===== config.mk =====
export PLATFORM = sky130hd
export DESIGN_NAME = midi_part_receive_filter
export DESIGN_NICKNAME = d
export VERILOG_FILES = /design/src/part_filter_pkg.sv /design/src/midi_part_receive_filter.sv
export VERILOG_INCLUDE_DIRS = /design/src
export SDC_FILE = /design/constraint.sdc
export NUM_CORES = 1
export LEC_CHECK = 0
export BUFFER_PORTS_ARGS = -buffer_cell sky130_fd_sc_hd__buf_2
export CORE_ASPECT_RATIO = 0.5
export CORE_MARGIN = 3
export CORE_UTILIZATION = 40
export DETAILED_ROUTE_END_ITERATION = 7
export GPL_ROUTABILITY_DRIVEN = 1
export PLACE_DENSITY = 0.74
export SETUP_SLACK_MARGIN = 0.4
export SKIP_LAST_GASP = 1
export SLEW_MARGIN = 20
export SYNTH_ARGS = -nofsm -noshare
export SYNTH_HDL_FRONTEND = slang
export SYNTH_SLANG_ARGS = --single-unit

===== constraint.sdc =====
create_clock -name clk -period 7.2 [get_ports clk]
set_input_delay 0.36 -clock clk [delete_from_list [all_inputs] [get_ports clk]]
set_output_delay 0.36 -clock clk [all_outputs]
set_load 0.02 [all_outputs]

===== src/part_filter_params.svh =====
// register offsets, field positions, reset values and constants of the part receive filter
`ifndef PART_FILTER_PARAMS_SVH
`define PART_FILTER_PARAMS_SVH
`define ADR_PART_CFG 4'h0
`define ADR_GLOBAL 4'h4
`define ADR_STATUS 4'h8
`define ADR_PROG_PAT 4'hC
`define CFG_SUS_LSB 0
`define CFG_CHAN_LSB 4
`define CFG_PCG_BIT 9
`define CFG_CCG_BIT 10
`define CFG_VEL_LSB 11
`define CFG_OUT_LSB 15
`define CFG_FXP_BIT 17
`define CFG_CARR_BIT 18
`define CFG_RESET 32'h0002_0310
`define GLB_CHAN_LSB 0
`define GLB_PC_BIT 4
`define GLB_CC_BIT 5
`define GLB_RESET 32'h0000_0030
`define PP_PAT_LSB 8
`define CHAN_OMNI 5'h10
`define CHAN_GLOBAL 5'h11
`define SUSTAIN_CC 7'h40
`define PEDAL_ON_MIN 7'h40
`define BANK_MSB_CC 7'h00
`define BANK_LSB_CC 7'h20
`define VEL_BASE 7'h3C
`define VEL_STEP 7'h0A
`define VEL_SPLIT 7'h40
`define KIND_NOTE_OFF 4'h8
`define KIND_NOTE_ON 4'h9
`define KIND_CC 4'hB
`define KIND_PC 4'hC
`endif


===== src/part_filter_pkg.sv =====
// types shared by the part receive filter
package part_filter_pkg;
  typedef enum logic [3:0] {
    SUS_HOLD = 4'h0, SUS_ARP_LATCH = 4'h1, SUS_ARP_MUTE = 4'h2, SUS_PART_MUTE = 4'h3,
    SUS_HOLD_I = 4'h4, SUS_ARP_LATCH_I = 4'h5, SUS_ARP_MUTE_I = 4'h6, SUS_PART_MUTE_I = 4'h7,
    SUS_PROG_UP = 4'h8, SUS_PROG_DN = 4'h9, SUS_PAT_UP = 4'hA, SUS_PAT_DN = 4'hB,
    SUS_FREEZE = 4'hC, SUS_OFF = 4'hD
  } sus_action_t;
  typedef struct packed {
    logic valid;
    logic [7:0] status;
    logic [6:0] data1;
    logic [6:0] data2;
  } midi_msg_t;
  typedef struct packed {
    logic cyc;
    logic stb;
    logic we;
    logic [3:0] sel;
    logic [3:0] adr;
    logic [31:0] dat;
  } wb_req_t;
endpackage : part_filter_pkg


===== src/midi_part_receive_filter.sv =====
// per-part midi receive filter with sustain actions, velocity curves and wishbone registers
// How it works
// controller 64 drives the selected sustain action
// hold mode keeps envelopes sustained while pedal on
// latch and mute actions follow the pedal
// inverted actions swap pedal on and off
// off setting ignores sustain messages
// pedal on steps program up or down
// pedal on steps arpeggiator pattern up or down
// freeze holds vocoder spectrum while pedal on
// freeze acts only for the carrier part
// channel is fixed 1-16, omni or global
// global uses global channel, omni accepts all
// note with page-down held learns fixed channel
// part program-change gate on accepts program changes
// global program-change disable blocks all program changes
// program-change gate also filters bank select
// controller gate on ignores controllers
// global control-change disable blocks all controllers except bank select
// controller gate never blocks bank select
// program change reloads effects only when program-driven
// velocity curves: normal, inverse, crossfades, thresholds
// inverse applies only with positive program sensitivity
// part routes to one of four output pairs
// sustain value 64 or more means pedal on
// settings held in registers, saved with performance
`include "part_filter_params.svh"
module midi_part_receive_filter #(
  parameter int CHAN_W = 5,
  parameter int VEL_PAIRS = 6
) (
  input wire logic clk,
  input wire logic rstn,
  input wire part_filter_pkg::wb_req_t wb_req,
  output logic [31:0] wb_dat_o,
  output logic wb_ack_o,
  input wire part_filter_pkg::midi_msg_t midi_in,
  input wire logic page_down_held,
  input wire logic prog_vel_positive,
  output part_filter_pkg::midi_msg_t midi_out,
  output logic sustain_hold,
  output logic arp_latch,
  output logic arp_mute,
  output logic part_mute,
  output logic voc_freeze,
  output logic [6:0] program_num,
  output logic [6:0] pattern_num,
  output logic fx_reload,
  output logic [1:0] out_pair
);
  import part_filter_pkg::*;

  logic [31:0] cfg_reg;
  logic [31:0] glb_reg;
  logic [CHAN_W-1:0] chan_set;
  sus_action_t sus_mode;
  logic [3:0] vel_curve;
  logic [3:0] kind;
  logic [3:0] chan;
  logic chan_match;
  logic is_bank;
  logic pc_ok;
  logic cc_ok;
  logic accept;
  logic sus_msg;
  logic pedal_on;
  logic learn;
  logic wb_hit;
  logic wb_wr;
  logic [31:0] rd_data;
  logic [6:0] vel_mapped;

  assign sus_mode = sus_action_t'(cfg_reg[`CFG_SUS_LSB +: 4]);
  assign chan_set = cfg_reg[`CFG_CHAN_LSB +: CHAN_W];
  assign vel_curve = cfg_reg[`CFG_VEL_LSB +: 4];
  assign kind = midi_in.status[7:4];
  assign chan = midi_in.status[3:0];

  // channel match
  always_comb begin
    if (chan_set == `CHAN_OMNI) begin
      chan_match = 1'b1;
    end else if (chan_set == `CHAN_GLOBAL) begin
      chan_match = (chan == glb_reg[`GLB_CHAN_LSB +: 4]);
    end else begin
      chan_match = (chan_set < `CHAN_OMNI) && (chan == chan_set[3:0]);
    end
  end

  // gates
  assign is_bank = (kind == `KIND_CC) &&
                   (midi_in.data1 == `BANK_MSB_CC || midi_in.data1 == `BANK_LSB_CC);
  assign pc_ok = cfg_reg[`CFG_PCG_BIT] && glb_reg[`GLB_PC_BIT];
  assign cc_ok = !cfg_reg[`CFG_CCG_BIT] && glb_reg[`GLB_CC_BIT];
  always_comb begin
    if (!midi_in.valid || !chan_match) begin
      accept = 1'b0;
    end else if (kind == `KIND_PC) begin
      accept = pc_ok;
    end else if (is_bank) begin
      accept = pc_ok;
    end else if (kind == `KIND_CC) begin
      accept = cc_ok;
    end else begin
      accept = 1'b1;
    end
  end
  assign sus_msg = accept && kind == `KIND_CC && midi_in.data1 == `SUSTAIN_CC;
  assign pedal_on = midi_in.data2 >= `PEDAL_ON_MIN;
  assign learn = midi_in.valid && page_down_held && kind == `KIND_NOTE_ON;

  // velocity curve
  always_comb begin
    logic [6:0] v;
    logic [6:0] thr;
    logic [3:0] idx;
    v = midi_in.data2;
    idx = 4'((vel_curve - 4'h4) >> 1);
    thr = 7'(`VEL_BASE + 7'(idx * `VEL_STEP));
    vel_mapped = v;
    unique case (vel_curve)
      4'h0: vel_mapped = v;
      4'h1: vel_mapped = (prog_vel_positive && v != 7'h00) ? 7'(8'h80 - {1'b0, v}) : v;
      4'h2: vel_mapped = (v >= `VEL_SPLIT) ? v : 7'h00;
      4'h3: vel_mapped = (v < `VEL_SPLIT) ? v : 7'h00;
      default: begin
        if (idx < 4'(VEL_PAIRS)) begin
          if (vel_curve[0] == 1'b0) begin
            vel_mapped = (v <= thr) ? v : 7'h00;
          end else begin
            vel_mapped = (v > thr) ? v : 7'h00;
          end
        end
      end
    endcase
  end

  // accepted message out
  always_ff @(posedge clk or negedge rstn) begin
    if (!rstn) begin
      midi_out <= '0;
    end else begin
      midi_out.valid <= accept;
      midi_out.status <= midi_in.status;
      midi_out.data1 <= midi_in.data1;
      midi_out.data2 <= (kind == `KIND_NOTE_ON) ? vel_mapped : midi_in.data2;
    end
  end

  // sustain functions
  always_ff @(posedge clk or negedge rstn) begin
    if (!rstn) begin
      sustain_hold <= 1'b0;
      arp_latch <= 1'b0;
      arp_mute <= 1'b0;
      part_mute <= 1'b0;
      voc_freeze <= 1'b0;
    end else if (sus_msg) begin
      unique case (sus_mode)
        SUS_HOLD: sustain_hold <= pedal_on;
        SUS_ARP_LATCH: arp_latch <= pedal_on;
        SUS_ARP_MUTE: arp_mute <= pedal_on;
        SUS_PART_MUTE: part_mute <= pedal_on;
        SUS_HOLD_I: sustain_hold <= !pedal_on;
        SUS_ARP_LATCH_I: arp_latch <= !pedal_on;
        SUS_ARP_MUTE_I: arp_mute <= !pedal_on;
        SUS_PART_MUTE_I: part_mute <= !pedal_on;
        SUS_FREEZE: begin
          if (cfg_reg[`CFG_CARR_BIT]) begin
            voc_freeze <= pedal_on;
          end
        end
        default: ;
      endcase
    end
  end

  // program and pattern numbers
  always_ff @(posedge clk or negedge rstn) begin
    if (!rstn) begin
      program_num <= 7'h00;
      pattern_num <= 7'h00;
    end else if (accept && kind == `KIND_PC) begin
      program_num <= midi_in.data1;
    end else if (sus_msg && pedal_on && sus_mode == SUS_PROG_UP) begin
      program_num <= 7'(program_num + 7'h01);
    end else if (sus_msg && pedal_on && sus_mode == SUS_PROG_DN) begin
      program_num <= 7'(program_num - 7'h01);
    end else if (sus_msg && pedal_on && sus_mode == SUS_PAT_UP) begin
      pattern_num <= 7'(pattern_num + 7'h01);
    end else if (sus_msg && pedal_on && sus_mode == SUS_PAT_DN) begin
      pattern_num <= 7'(pattern_num - 7'h01);
    end else if (wb_wr && wb_req.adr == `ADR_PROG_PAT) begin
      if (wb_req.sel[0]) begin
        program_num <= wb_req.dat[6:0];
      end
      if (wb_req.sel[1]) begin
        pattern_num <= wb_req.dat[`PP_PAT_LSB +: 7];
      end
    end
  end

  // effects reload and output pair
  always_ff @(posedge clk or negedge rstn) begin
    if (!rstn) begin
      fx_reload <= 1'b0;
      out_pair <= 2'h0;
    end else begin
      fx_reload <= accept && kind == `KIND_PC && cfg_reg[`CFG_FXP_BIT];
      out_pair <= cfg_reg[`CFG_OUT_LSB +: 2];
    end
  end

  // wishbone slave, one wait state
  assign wb_hit = wb_req.cyc && wb_req.stb && !wb_ack_o;
  assign wb_wr = wb_hit && wb_req.we;

  always_ff @(posedge clk or negedge rstn) begin
    if (!rstn) begin
      cfg_reg <= `CFG_RESET;
    end else begin
      if (wb_wr && wb_req.adr == `ADR_PART_CFG) begin
        for (int b = 0; b < 3; b++) begin
          if (wb_req.sel[b]) begin
            cfg_reg[b*8 +: 8] <= wb_req.dat[b*8 +: 8];
          end
        end
        cfg_reg[31:19] <= 13'h0000;
      end
      if (learn) begin
        cfg_reg[`CFG_CHAN_LSB +: CHAN_W] <= CHAN_W'(chan);
      end
    end
  end

  always_ff @(posedge clk or negedge rstn) begin
    if (!rstn) begin
      glb_reg <= `GLB_RESET;
    end else if (wb_wr && wb_req.adr == `ADR_GLOBAL && wb_req.sel[0]) begin
      glb_reg <= {26'h0, wb_req.dat[5:0]};
    end
  end

  always_comb begin
    unique case (wb_req.adr)
      `ADR_PART_CFG: rd_data = cfg_reg;
      `ADR_GLOBAL: rd_data = glb_reg;
      `ADR_STATUS: rd_data = {27'h0, voc_freeze, part_mute, arp_mute, arp_latch, sustain_hold};
      `ADR_PROG_PAT: rd_data = {17'h0, pattern_num, 1'b0, program_num};
      default: rd_data = 32'h0000_0000;
    endcase
  end

  always_ff @(posedge clk or negedge rstn) begin
    if (!rstn) begin
      wb_ack_o <= 1'b0;
      wb_dat_o <= 32'h0000_0000;
    end else begin
      wb_ack_o <= wb_hit;
      wb_dat_o <= (wb_hit && !wb_req.we) ? rd_data : 32'h0000_0000;
    end
  end

  // checks
  sus_hold_a: assert property (@(posedge clk) disable iff (!rstn)
    sus_msg && sus_mode == SUS_HOLD |=> sustain_hold == $past(pedal_on))
    else $error("hold does not follow pedal");
  inv_latch_a: assert property (@(posedge clk) disable iff (!rstn)
    sus_msg && sus_mode == SUS_ARP_LATCH_I |=> arp_latch != $past(pedal_on))
    else $error("inverted latch wrong");
  sus_off_a: assert property (@(posedge clk) disable iff (!rstn)
    sus_msg && sus_mode == SUS_OFF |=> $stable({sustain_hold, arp_latch, arp_mute, part_mute, voc_freeze}))
    else $error("off mode changed a function");
  prog_up_a: assert property (@(posedge clk) disable iff (!rstn)
    sus_msg && pedal_on && sus_mode == SUS_PROG_UP |=> program_num == 7'($past(program_num) + 7'h01))
    else $error("program step up wrong");
  glob_pc_a: assert property (@(posedge clk) disable iff (!rstn)
    midi_in.valid && kind == `KIND_PC && !glb_reg[`GLB_PC_BIT] |=> !midi_out.valid && !fx_reload)
    else $error("program change passed global block");
  cc_gate_a: assert property (@(posedge clk) disable iff (!rstn)
    midi_in.valid && kind == `KIND_CC && !is_bank && cfg_reg[`CFG_CCG_BIT] |=> !midi_out.valid)
    else $error("controller passed part gate");
  bank_pass_a: assert property (@(posedge clk) disable iff (!rstn)
    midi_in.valid && is_bank && chan_match && pc_ok |=> midi_out.valid)
    else $error("bank select blocked");
  freeze_carr_a: assert property (@(posedge clk) disable iff (!rstn)
    sus_msg && sus_mode == SUS_FREEZE && !cfg_reg[`CFG_CARR_BIT] |=> $stable(voc_freeze))
    else $error("freeze on non carrier part");
  chan_learn_a: assert property (@(posedge clk) disable iff (!rstn)
    learn |=> chan_set == CHAN_W'($past(chan)))
    else $error("channel learn failed");
  fx_src_a: assert property (@(posedge clk) disable iff (!rstn)
    accept && kind == `KIND_PC && !cfg_reg[`CFG_FXP_BIT] |=> !fx_reload)
    else $error("effects reloaded in part mode");
  latch_follow_a: assert property (@(posedge clk) disable iff (!rstn)
    sus_msg && sus_mode == SUS_ARP_LATCH |=> arp_latch == $past(pedal_on))
    else $error("latch wrong");
  arp_mute_a: assert property (@(posedge clk) disable iff (!rstn)
    sus_msg && sus_mode == SUS_ARP_MUTE |=> arp_mute == $past(pedal_on))
    else $error("arp mute wrong");
  part_mute_a: assert property (@(posedge clk) disable iff (!rstn)
    sus_msg && sus_mode == SUS_PART_MUTE |=> part_mute == $past(pedal_on))
    else $error("part mute wrong");
  inv_hold_a: assert property (@(posedge clk) disable iff (!rstn)
    sus_msg && sus_mode == SUS_HOLD_I |=> sustain_hold != $past(pedal_on))
    else $error("inverted hold wrong");
  inv_arp_mute_a: assert property (@(posedge clk) disable iff (!rstn)
    sus_msg && sus_mode == SUS_ARP_MUTE_I |=> arp_mute != $past(pedal_on))
    else $error("inverted arp mute wrong");
  prog_down_a: assert property (@(posedge clk) disable iff (!rstn)
    sus_msg && pedal_on && sus_mode == SUS_PROG_DN |=> program_num == 7'($past(program_num) - 7'h01))
    else $error("program step down wrong");
  pat_up_a: assert property (@(posedge clk) disable iff (!rstn)
    sus_msg && pedal_on && sus_mode == SUS_PAT_UP |=> pattern_num == 7'($past(pattern_num) + 7'h01))
    else $error("pattern step up wrong");
  freeze_on_a: assert property (@(posedge clk) disable iff (!rstn)
    sus_msg && sus_mode == SUS_FREEZE && cfg_reg[`CFG_CARR_BIT] |=> voc_freeze == $past(pedal_on))
    else $error("freeze wrong");
  omni_pass_a: assert property (@(posedge clk) disable iff (!rstn)
    midi_in.valid && chan_set == `CHAN_OMNI && kind == `KIND_NOTE_ON |=> midi_out.valid)
    else $error("omni note dropped");
  glob_chan_a: assert property (@(posedge clk) disable iff (!rstn)
    midi_in.valid && chan_set == `CHAN_GLOBAL && chan != glb_reg[`GLB_CHAN_LSB +: 4] |=> !midi_out.valid)
    else $error("wrong global channel passed");
  fixed_chan_a: assert property (@(posedge clk) disable iff (!rstn)
    midi_in.valid && chan_set < `CHAN_OMNI && chan != chan_set[3:0] |=> !midi_out.valid)
    else $error("wrong fixed channel passed");
  pc_gate_a: assert property (@(posedge clk) disable iff (!rstn)
    midi_in.valid && kind == `KIND_PC && !cfg_reg[`CFG_PCG_BIT] |=> !midi_out.valid && !fx_reload)
    else $error("program change passed part gate");
  bank_gate_a: assert property (@(posedge clk) disable iff (!rstn)
    midi_in.valid && is_bank && !pc_ok |=> !midi_out.valid)
    else $error("bank select passed gate");
  glob_cc_a: assert property (@(posedge clk) disable iff (!rstn)
    midi_in.valid && kind == `KIND_CC && !is_bank && !glb_reg[`GLB_CC_BIT] |=> !midi_out.valid)
    else $error("controller passed global block");
  fx_prog_a: assert property (@(posedge clk) disable iff (!rstn)
    accept && kind == `KIND_PC && cfg_reg[`CFG_FXP_BIT] |=> fx_reload)
    else $error("effects not reloaded");
  pc_load_a: assert property (@(posedge clk) disable iff (!rstn)
    accept && kind == `KIND_PC |=> program_num == $past(midi_in.data1))
    else $error("program not loaded");
  vel_normal_a: assert property (@(posedge clk) disable iff (!rstn)
    accept && kind == `KIND_NOTE_ON && vel_curve == 4'h0 |=> midi_out.data2 == $past(midi_in.data2))
    else $error("normal curve wrong");
  vel_xhigh_a: assert property (@(posedge clk) disable iff (!rstn)
    accept && kind == `KIND_NOTE_ON && vel_curve == 4'h2 && midi_in.data2 < `VEL_SPLIT
    |=> midi_out.data2 == 7'h00)
    else $error("high crossfade wrong");
  inv_gate_a: assert property (@(posedge clk) disable iff (!rstn)
    accept && kind == `KIND_NOTE_ON && vel_curve == 4'h1 && !prog_vel_positive
    |=> midi_out.data2 == $past(midi_in.data2))
    else $error("inverse without sensitivity");
  inv_curve_a: assert property (@(posedge clk) disable iff (!rstn)
    accept && kind == `KIND_NOTE_ON && vel_curve == 4'h1 && prog_vel_positive && midi_in.data2 != 7'h00
    |=> {1'b0, midi_out.data2} + {1'b0, $past(midi_in.data2)} == 8'h80)
    else $error("inverse curve wrong");
  out_pair_a: assert property (@(posedge clk) disable iff (!rstn)
    1'b1 |=> out_pair == $past(cfg_reg[`CFG_OUT_LSB +: 2]))
    else $error("output pair wrong");
  ack_pulse_a: assert property (@(posedge clk) disable iff (!rstn)
    wb_ack_o |=> !wb_ack_o)
    else $error("ack longer than one cycle");
  ack_answer_a: assert property (@(posedge clk) disable iff (!rstn)
    wb_req.cyc && wb_req.stb && !wb_ack_o |=> wb_ack_o)
    else $error("ack missing");
  learn_fixed_a: assert property (@(posedge clk) disable iff (!rstn)
    learn |=> chan_set < `CHAN_OMNI)
    else $error("learn left fixed range");
  sus_only_a: assert property (@(posedge clk) disable iff (!rstn)
    !sus_msg |=> $stable({sustain_hold, arp_latch, arp_mute, part_mute, voc_freeze}))
    else $error("function changed without sustain");
  pedal_thr_a: assert property (@(posedge clk) disable iff (!rstn)
    sus_msg && sus_mode == SUS_HOLD && midi_in.data2 < `PEDAL_ON_MIN |=> !sustain_hold)
    else $error("low value held pedal");
endmodule : midi_part_receive_filter


==> results.cfg, run 1 <==
[logic_synthesis]
ys_types = 63
ys.flop_type = dfrtp_1
seq_area_frac_synth_pct = 45.2
synth_simple_gate_area_share_pct = 17.4
postSynth.asyncResetShare_pct = 100
synth_fa_ha_area_share_pct = 3.50
yosysWarnings = 0
ys_ff_latch = 90
synth_compound_gate_area_share_pct = 14.4
netlist_area_um2 = 5000
synth-edff-count = 0
synth_mux_area_share_pct = 10.3
synth_top_family_by_area = simple AND/OR/NAND/NOR gates
synth-xor-area-share_pct = 3.68
avgSynthCellArea_um2 = 10.1
synthCells = 494

[placed_design]
place_area_um2 = 5680
io_buffers = 120
dpl.hpwl_um = 10200
gp_congestion = 0.911

[routing]
wire_per_inst_um = 18.0
via_per_inst = 5.41
first_pass_iters = 5
ant_nets = 0
wirelength_um = 14000
num_vias = 4206
drt_iter0_drc = 396
drc = 0

[sta]
slew_viol_final = 0
period_minus_slack_ps = 3310
rsz0062_at_grt = false
totalNegativeSetupSlack_ps = 0
max_clock_freq_ghz = 0.302
worstMarginPinSlew_ps = 966
min_period_over_period_pct = 46.0
relSlewSlack_pct = 34.8
finalSetupViolCount = 0
fin_skew_ps = 5.52
finalHoldViolCount = 0

[worst_hold_path]
min-delay-start = midi_in[20]
min_to = midi_out[20]$_DFF_PN0_
hold_path_class = primary input to register
hold_path_depth = 1

[layout]
diodes = 0
drive_above_1_share_pct = 30.4
final_cell_area_um2 = 5960
syn2layout_area_growth_pct = 19.3
layout.nets = 692
largest_reg_flops = 23
final_common_cell = buf_2
final_cell_mix = buf_2, dfrtp_1, nand2_1, mux2_2, a21oi_1
final_util_pct = 49.6

[power_and_ir_drop]
p_leak_nw = 2.84
irDropWorstVdd_v = 0.0000966
powerDensity_nw_per_um2 = 208

[clock_tree]
clkTransAtPathRegs_ps = 60
hold_buffers = 1
cts_sinks = 90
cts_tree = built
cts-root-buf = clkbuf_16
htree_num_levels = 3
clk_path_buf_depth = 2
numCtsBuffers = 9
cts_setup_buffers = 0
worstSkewPairLatency_ps = 340
postCtsResizedCells = 0

[die]
initial_core_util_pct = 41.6
fp.dieH_um = 85.1
ios = 148
num_rows = 28
die_w_um = 164
coreArea_um2 = 12000
die_area_um2 = 14000

[grt]
antenna_found_initial = 0
grt_overflow = 0
grt_max_degree = 81
grt_use_total_pct = 20.5
grt_pass1_vias = 4235
grt_pass1_wl_um = 22600

[status]
status = completed

[setup_path]
worst_ep_arrival_time_ps = 3540
critPathTopFamily = compound AO/OA/AOI/OAI gates
cp-startpoint = cfg_reg[13]$_DFFE_PN0P_
critical_path.max_stage_delay_ps = 390
rr_startpoint = cfg_reg[13]$_DFFE_PN0P_
reg2reg_to = midi_out[6]$_DFF_PN0_
rrSetupSlack_ps = 3890
cp-end-kind = register
reg2reg_depth = 14
cp-start-kind = register
required_ps = 7420
path_cells = inv_1 -> ha_1 -> inv_1 -> and3_1 -> ha_1 -> nor3b_1 -> xor2_1 -> ha_1 -> nand3_1 -> o21bai_1 -> a21oi_1 -> xor2_1 -> o21ai_0 -> a22o_1
path_max_fanout = 5
critPathSlowestCell = dfrtp_1
critical_path.most_common_cell = ha_1
path_class = register to register
critPathBufInv = 2

[flow_run]
maxCapViolations = 0
==> metal layers <==
layer  vias up  wire, um  GRT usage (%)
met5         -         0              0
met4         0       161           4.45
met3        14       902           4.73
met2       140      6790           34.7
met1      2064      6160           27.0
li1       1988         -              -
==> synth_stat cells (all sizes together), types with 11 or more instances <==
cell type / count / share of area (%)
dfrtp: 84 / 42
nand2: 44 / 3.3
mux2: 34 / 7.7
a21oi: 28 / 2.8
nor2: 26 / 2.0
o21ai: 22 / 2.3
buf: 21 / 3.2
a22oi: 18 / 2.7
inv: 18 / 1.4
xnor2: 15 / 2.6
ha: 14 / 3.5
clkbuf: 13 / 0.98
mux2i: 13 / 2.6
nand3: 11 / 1.1
nor3: 11 / 1.1
==> worst reg2reg max path, cell delays in order (launching register included) <==
cell and delay [ps]:
dfrtp_1 390, inv_1 110, ha_1 290, inv_1 50
and3_1 140, ha_1 260, nor3b_1 240, xor2_1 110
ha_1 310, nand3_1 100, o21bai_1 160, a21oi_1 310
xor2_1 230, o21ai_0 200, a22o_1 300
==> power breakdown <==
| part | switching (mW) | internal, mW | leakage [nW] |
|---|---|---|---|
| Clock | 0.193 | 0.232 | 0.119 |
| Combinational | 0.135 | 0.0929 | 1.56 |
| Sequential | 0.0469 | 0.541 | 1.16 |
| Total | 0.375 | 0.866 | 2.84 |
==> cells by family after synthesis <==
logic type	after synthesis
other	1
AO/OA/AOI/OAI	108
AND/OR/NAND/NOR	161
flip-flops	90
multiplexers	47
buffers and inverters	52
adder cells (fa/ha/maj)	14
XOR/XNOR	21
==> final cells by class <==
type	instances	area, um2
Timing Repair Buffer	125	647
Inverter	18	67.6
Fill cell	1119	6050
Tap cell	165	206
Clock inverter	3	20.0
Clock buffer	12	236
Sequential cell	90	2260
Multi-Input combinational cell	364	2530
==> metrics by stage <==
step | hold slack (ps) | instances | power, mW | worst slack, ps
2_1_floorplan | 64.4 | 506 | 0.732 | 4280
3_3_place_gp | 208 | 761 | 0.812 | 3820
3_5_place_dp | 208 | 761 | 0.821 | 3770
4_1_cts | 163 | 777 | 1.25 | 3890
5_1_grt | 166 | 777 | 1.30 | 3620
6_report | 170 | 777 | 1.24 | 3890
==> how the worst max path moves through the flow <==
stage / to / slack, ps / cells after the start
after floorplan: midi_out[6]$_DFF_PN0_ / 4280 / 14
after global placement: pattern_num[3]$_DFFE_PN0P_ / 3820 / 8
after detailed placement: pattern_num[3]$_DFFE_PN0P_ / 3770 / 8
after CTS: midi_out[6]$_DFF_PN0_ / 3890 / 14
after global routing: midi_out[6]$_DFF_PN0_ / 3620 / 14
final: midi_out[6]$_DFF_PN0_ / 3890 / 14
Power figures use the tool's default switching activity.
==> run 2: changes to the inputs <==
==> constraint.sdc (replaced) <==
create_clock -name clk -period 3.3 [get_ports clk]
set_input_delay 0.165 -clock clk [delete_from_list [all_inputs] [get_ports clk]]
set_output_delay 0.165 -clock clk [all_outputs]
set_load 0.02 [all_outputs]
==> results.cfg, run 2 (synthesis results as in run 1) <==
[status]
status = completed

[worst_hold_path]
min-delay-start = midi_in[13]
hold_path_class = primary input to register

[clock_tree]
numCtsBuffers = 9
cts-root-buf = clkbuf_16
clkTransAtPathRegs_ps = 70
cts_sinks = 90
worstSkewPairLatency_ps = 350
clk_path_buf_depth = 2
htree_num_levels = 3
cts_tree = built

[layout]
layout.nets = 721
final_common_cell = buf_2
nFillCells = 1089
largest_reg_flops = 23
final_cell_mix = buf_2, dfrtp_1, nand2_1, mux2_2
final_util_pct = 52.8
syn2layout_area_growth_pct = 26.9
drive_above_1_share_pct = 34.7
diodes = 0

[grt]
grt_pass1_vias = 4325
grt_max_degree = 61
grt_pass1_wl_um = 22600
grt_use_total_pct = 20.8
grt_overflow = 0
antenna_found_initial = 0

[routing]
wire_per_inst_um = 17.7
drc = 0
wirelength_um = 14300
wl_met2_um = 6910
num_vias = 4311
highest_layer = met4
wl_met3_um = 752
ant_nets = 0
first_pass_iters = 5
via_per_inst = 5.34
drt_iter0_drc = 361
drt-met1-wl_um = 6310

[power_and_ir_drop]
sw_frac_of_total_pct = 29.6
powerDensity_nw_per_um2 = 461
sequentialPowerShare_pct = 43.7
p_leak_nw = 3.00
power_frac_clock_pct = 37.0
irDropWorstVdd_v = 0.000217
p_comb_share_pct = 19.3
p_int_mw = 2.06
switchingPower_mw = 0.865

[setup_path]
cp-start-kind = register
rr_startpoint = cfg_reg[13]$_DFFE_PN0P_
cp-end-kind = register
cp-startpoint = cfg_reg[13]$_DFFE_PN0P_
path_max_fanout = 2
path_cells = inv_2 -> ha_4 -> inv_4 -> and3_4 -> ha_4 -> nor3b_2 -> xor2_1 -> ha_1 -> nand3_2 -> o21bai_4 -> a21oi_2 -> xor2_1 -> buf_4 -> o211ai_1 -> a21o_1
critPathTopFamily = adder cells
required_ps = 3530
critPathSlowestCell = dfrtp_1
critical_path.max_stage_delay_ps = 390
worst_ep_arrival_time_ps = 3110
path_class = register to register
critPathBufInv = 3

[sta]
totalNegativeSetupSlack_ps = 0
period_minus_slack_ps = 2880
min_period_over_period_pct = 87.4
slew_viol_final = 0
relSlewSlack_pct = 45.6
fin_skew_ps = 6.78
finalSetupViolCount = 0
max_clock_freq_ghz = 0.347
finalHoldViolCount = 0
rsz0062_at_grt = true
whs_ps = 18.3
worstMarginPinSlew_ps = 816

[die]
num_rows = 28
die_area_um2 = 14000
die_w_um = 164
fp.dieH_um = 85.1
coreArea_um2 = 12000
ios = 148
initial_core_util_pct = 41.6

[placed_design]
dpl.hpwl_um = 10300
gp_congestion = 0.899
io_buffers = 120

[flow_run]
maxCapViolations = 0
run 2: changes by cell type in the layout (fill, tap and decap cells not counted), moves of 2 or more:
cell / before / now
and3_1: 5 / 3
a21oi_1: 28 / 26
buf_4: 4 / 21
clkbuf_1: 3 / 0
dlygate4sd3_1: 1 / 14
clkbuf_8: 0 / 2
inv_6: 0 / 2
inv_1: 18 / 15
inv_2: 0 / 2
nor4_2: 0 / 2
ha_4: 0 / 2
ha_1: 14 / 12
run 2: layer usage:
layer / GRT usage, % / up-vias
met4: 8.06 / 0
met1: 27.5 / 2093
met5: 0 / -
met3: 3.95 / 26
li1: - / 2055
met2: 33.9 / 137
run 2: final timing paths:
| kind | cells past startpoint | end | slack (ps) |
|---|---|---|---|
| hold reg to reg | 0 | out_pair[1]$_DFF_PN0_ | 400 |
| setup / recovery | 15 | midi_out[2]$_DFF_PN0_ | 420 |
| max in group asynchronous | 3 | cfg_reg[17]$_DFFE_PN1P_ | 2040 |
| setup reg to reg | 15 | midi_out[2]$_DFF_PN0_ | 420 |
| hold / removal | 1 | midi_out[13]$_DFF_PN0_ | 20 |
| min in group asynchronous | 2 | wb_dat_o[14]$_DFF_PN0_ | 450 |
run 2: metrics by stage:
| step | worst slack [ps] | instances | area [um2] | power (mW) |
|---|---|---|---|---|
| 6_report | 415 | 807 | 6340 | 2.93 |
| 5_1_grt | 243 | 807 | 6340 | 3.06 |
| 4_1_cts | 403 | 803 | 6290 | 2.94 |
| 3_5_place_dp | 99.3 | 766 | 5730 | 1.80 |
| 3_3_place_gp | 215 | 766 | 5730 | 1.78 |
| 2_1_floorplan | 432 | 506 | 5050 | 1.60 |
run 2: timing repair:
| item | 4_1_cts | 5_1_grt |
|---|---|---|
| pin swaps | 8 | 8 |
| gates resized for setup | 13 | 7 |
| hold endpoints to repair | 66 | 0 |
| setup endpoints to repair | 7 | 22 |
| hold buffers | 14 | 0 |
| setup buffers | 7 | 4 |
run 2: cell type report:
type	instances	area, um2	area share [%]
clock buffers	11	253	3.98
clock inverters	5	60.1	0.947
inverters	18	70.1	1.10
flip-flops and latches	90	2260	35.6
repair buffers	154	893	14.1
well taps	165	206	3.25
multi-input cells	364	2600	41.0
run 2: power groups by stage:
stage,combinational (mW),clock (mW),sequential (mW)
after floorplan,0.285,0,1.31
after global placement,0.488,0,1.29
after detailed placement,0.500,0,1.29
after CTS,0.551,1.11,1.28
after global routing,0.617,1.16,1.29
final,0.565,1.08,1.28
==> run 3: changes to the inputs <==
--- a/config.mk
+++ b/config.mk
@@ -9,11 +9,12 @@
 export BUFFER_PORTS_ARGS = -buffer_cell sky130_fd_sc_hd__buf_2
 export CORE_ASPECT_RATIO = 0.5
 export CORE_MARGIN = 3
-export CORE_UTILIZATION = 40
+export CORE_UTILIZATION = 50
 export DETAILED_ROUTE_END_ITERATION = 7
 export GPL_ROUTABILITY_DRIVEN = 1
-export PLACE_DENSITY = 0.74
+export PLACE_DENSITY = 0.88
 export SETUP_SLACK_MARGIN = 0.4
+export SKIP_CTS_REPAIR_TIMING = 1
 export SKIP_LAST_GASP = 1
 export SLEW_MARGIN = 20
 export SYNTH_ARGS = -nofsm -noshare
==> results.cfg, run 3 (synthesis results as in run 1) <==
[setup_path]
required_ps = 3550
path_class = register to register
cp-end-kind = register
worst_ep_arrival_time_ps = 3180
rrSetupSlack_ps = 370
cp-start-kind = register
path_max_fanout = 4

[grt]
grt_max_degree = 41
grt_use_total_pct = 24.3
grt_overflow = 0
antenna_found_initial = 0
grt_pass1_wl_um = 22000
grt_pass1_vias = 4248

[power_and_ir_drop]
p_leak_nw = 2.99
powerDensity_nw_per_um2 = 457
totalPowerFinal_mw = 2.87
irDropWorstVdd_v = 0.000228

[layout]
syn2layout_area_growth_pct = 25.7
layout.nets = 719
seq_area_um2 = 2260
nFillCells = 754
final_cell_mix = buf_2, dfrtp_1, nand2_1, mux2_2, a21oi_1
largest_reg_flops = 23
diodes = 0
final_common_cell = buf_2
final_util_pct = 65.6
multiInputGateArea_um2 = 2610
drive_above_1_share_pct = 33.8

[sta]
rsz0062_at_grt = true
finalSetupViolCount = 0
finalHoldViolCount = 1
whs_ps = -0.491
fin_skew_ps = 10.5
relSlewSlack_pct = 46.2
min_period_over_period_pct = 88.8
max_clock_freq_ghz = 0.341
worstMarginPinSlew_ps = 796
period_minus_slack_ps = 2930
slew_viol_final = 0
totalNegativeSetupSlack_ps = 0

[routing]
num_vias = 4510
drt_iter0_drc = 425
via_per_inst = 5.82
wire_per_inst_um = 17.7
wirelength_um = 13700
drc = 0
ant_nets = 0
first_pass_iters = 5

[placed_design]
gp_congestion = 0.966
io_buffers = 120
dpl.hpwl_um = 10100

[clock_tree]
cts_sinks = 90
cts_tree = built
htree_num_levels = 3
worstSkewPairLatency_ps = 350
numCtsBuffers = 9
clk_path_buf_depth = 2
clkTransAtPathRegs_ps = 70
cts-root-buf = clkbuf_16

[status]
status = complete, but fails checks
violations = negative hold slack

[die]
initial_core_util_pct = 52.2
ios = 148
num_rows = 25
die_area_um2 = 11300
die_w_um = 147
fp.dieH_um = 76.7
coreArea_um2 = 9570

[flow_run]
maxCapViolations = 0

[worst_hold_path]
hold_path_class = primary input to register
## run 3: layer usage
| layer | track usage (%) | vias up | routed length (um) |
|---|---|---|---|
| li1 | - | 2054 | - |
| met4 | 6.23 | 0 | 204 |
| met5 | 0 | - | 0 |
| met3 | 7.20 | 25 | 1330 |
| met1 | 31.9 | 2208 | 5550 |
| met2 | 40.0 | 223 | 6630 |
## run 3: area by class of cell
| cell class | instances | share of cell area, % |
|---|---|---|
| Clock inverter | 6 | 0.996 |
| Timing Repair Buffer | 152 | 14.0 |
| Tap cell | 135 | 2.69 |
| Clock buffer | 10 | 3.64 |
| Inverter | 18 | 1.12 |
| Sequential cell | 90 | 36.0 |
| Multi-Input combinational cell | 364 | 41.5 |
## run 3: worst max-delay path, stage by stage, from the launching register on
cell	delay [ps]
dfrtp_1	400
inv_2	70
ha_4	280
inv_4	40
and3_4	140
ha_4	230
nor3b_2	200
xor2_1	100
ha_1	320
nand3_2	90
o21bai_4	190
a21oi_4	200
buf_6	140
xnor2_4	110
nor2_1	70
o31ai_1	230
## run 3: worst paths after layout
path | start | end | depth (start not counted)
worst max-delay path | cfg_reg[13]$_DFFE_PN0P_ | midi_out[5]$_DFF_PN0_ | 15
worst min-delay path | midi_in[19] | midi_out[19]$_DFF_PN0_ | 1
worst max register to register | cfg_reg[13]$_DFFE_PN0P_ | midi_out[5]$_DFF_PN0_ | 15
worst min register to register | cfg_reg[16]$_DFFE_PN0P_ | out_pair[1]$_DFF_PN0_ | 0
max in group asynchronous | rstn | cfg_reg[9]$_DFFE_PN1P_ | 3
min in group asynchronous | rstn | pattern_num[2]$_DFFE_PN0P_ | 2
## run 3: stage by stage
step	setup WS [ps]	cells	cell area (um2)
floorplan	432	506	5050
global placement	234	739	5710
detailed placement	143	739	5710
CTS	120	755	6000
global route	252	775	6280
finish	370	775	6280
## run 3: power by group
group	internal, mW	total, mW	switching, mW
Sequential	1.18	1.27	0.0945
Combinational	0.248	0.568	0.320
Clock	0.588	1.03	0.439
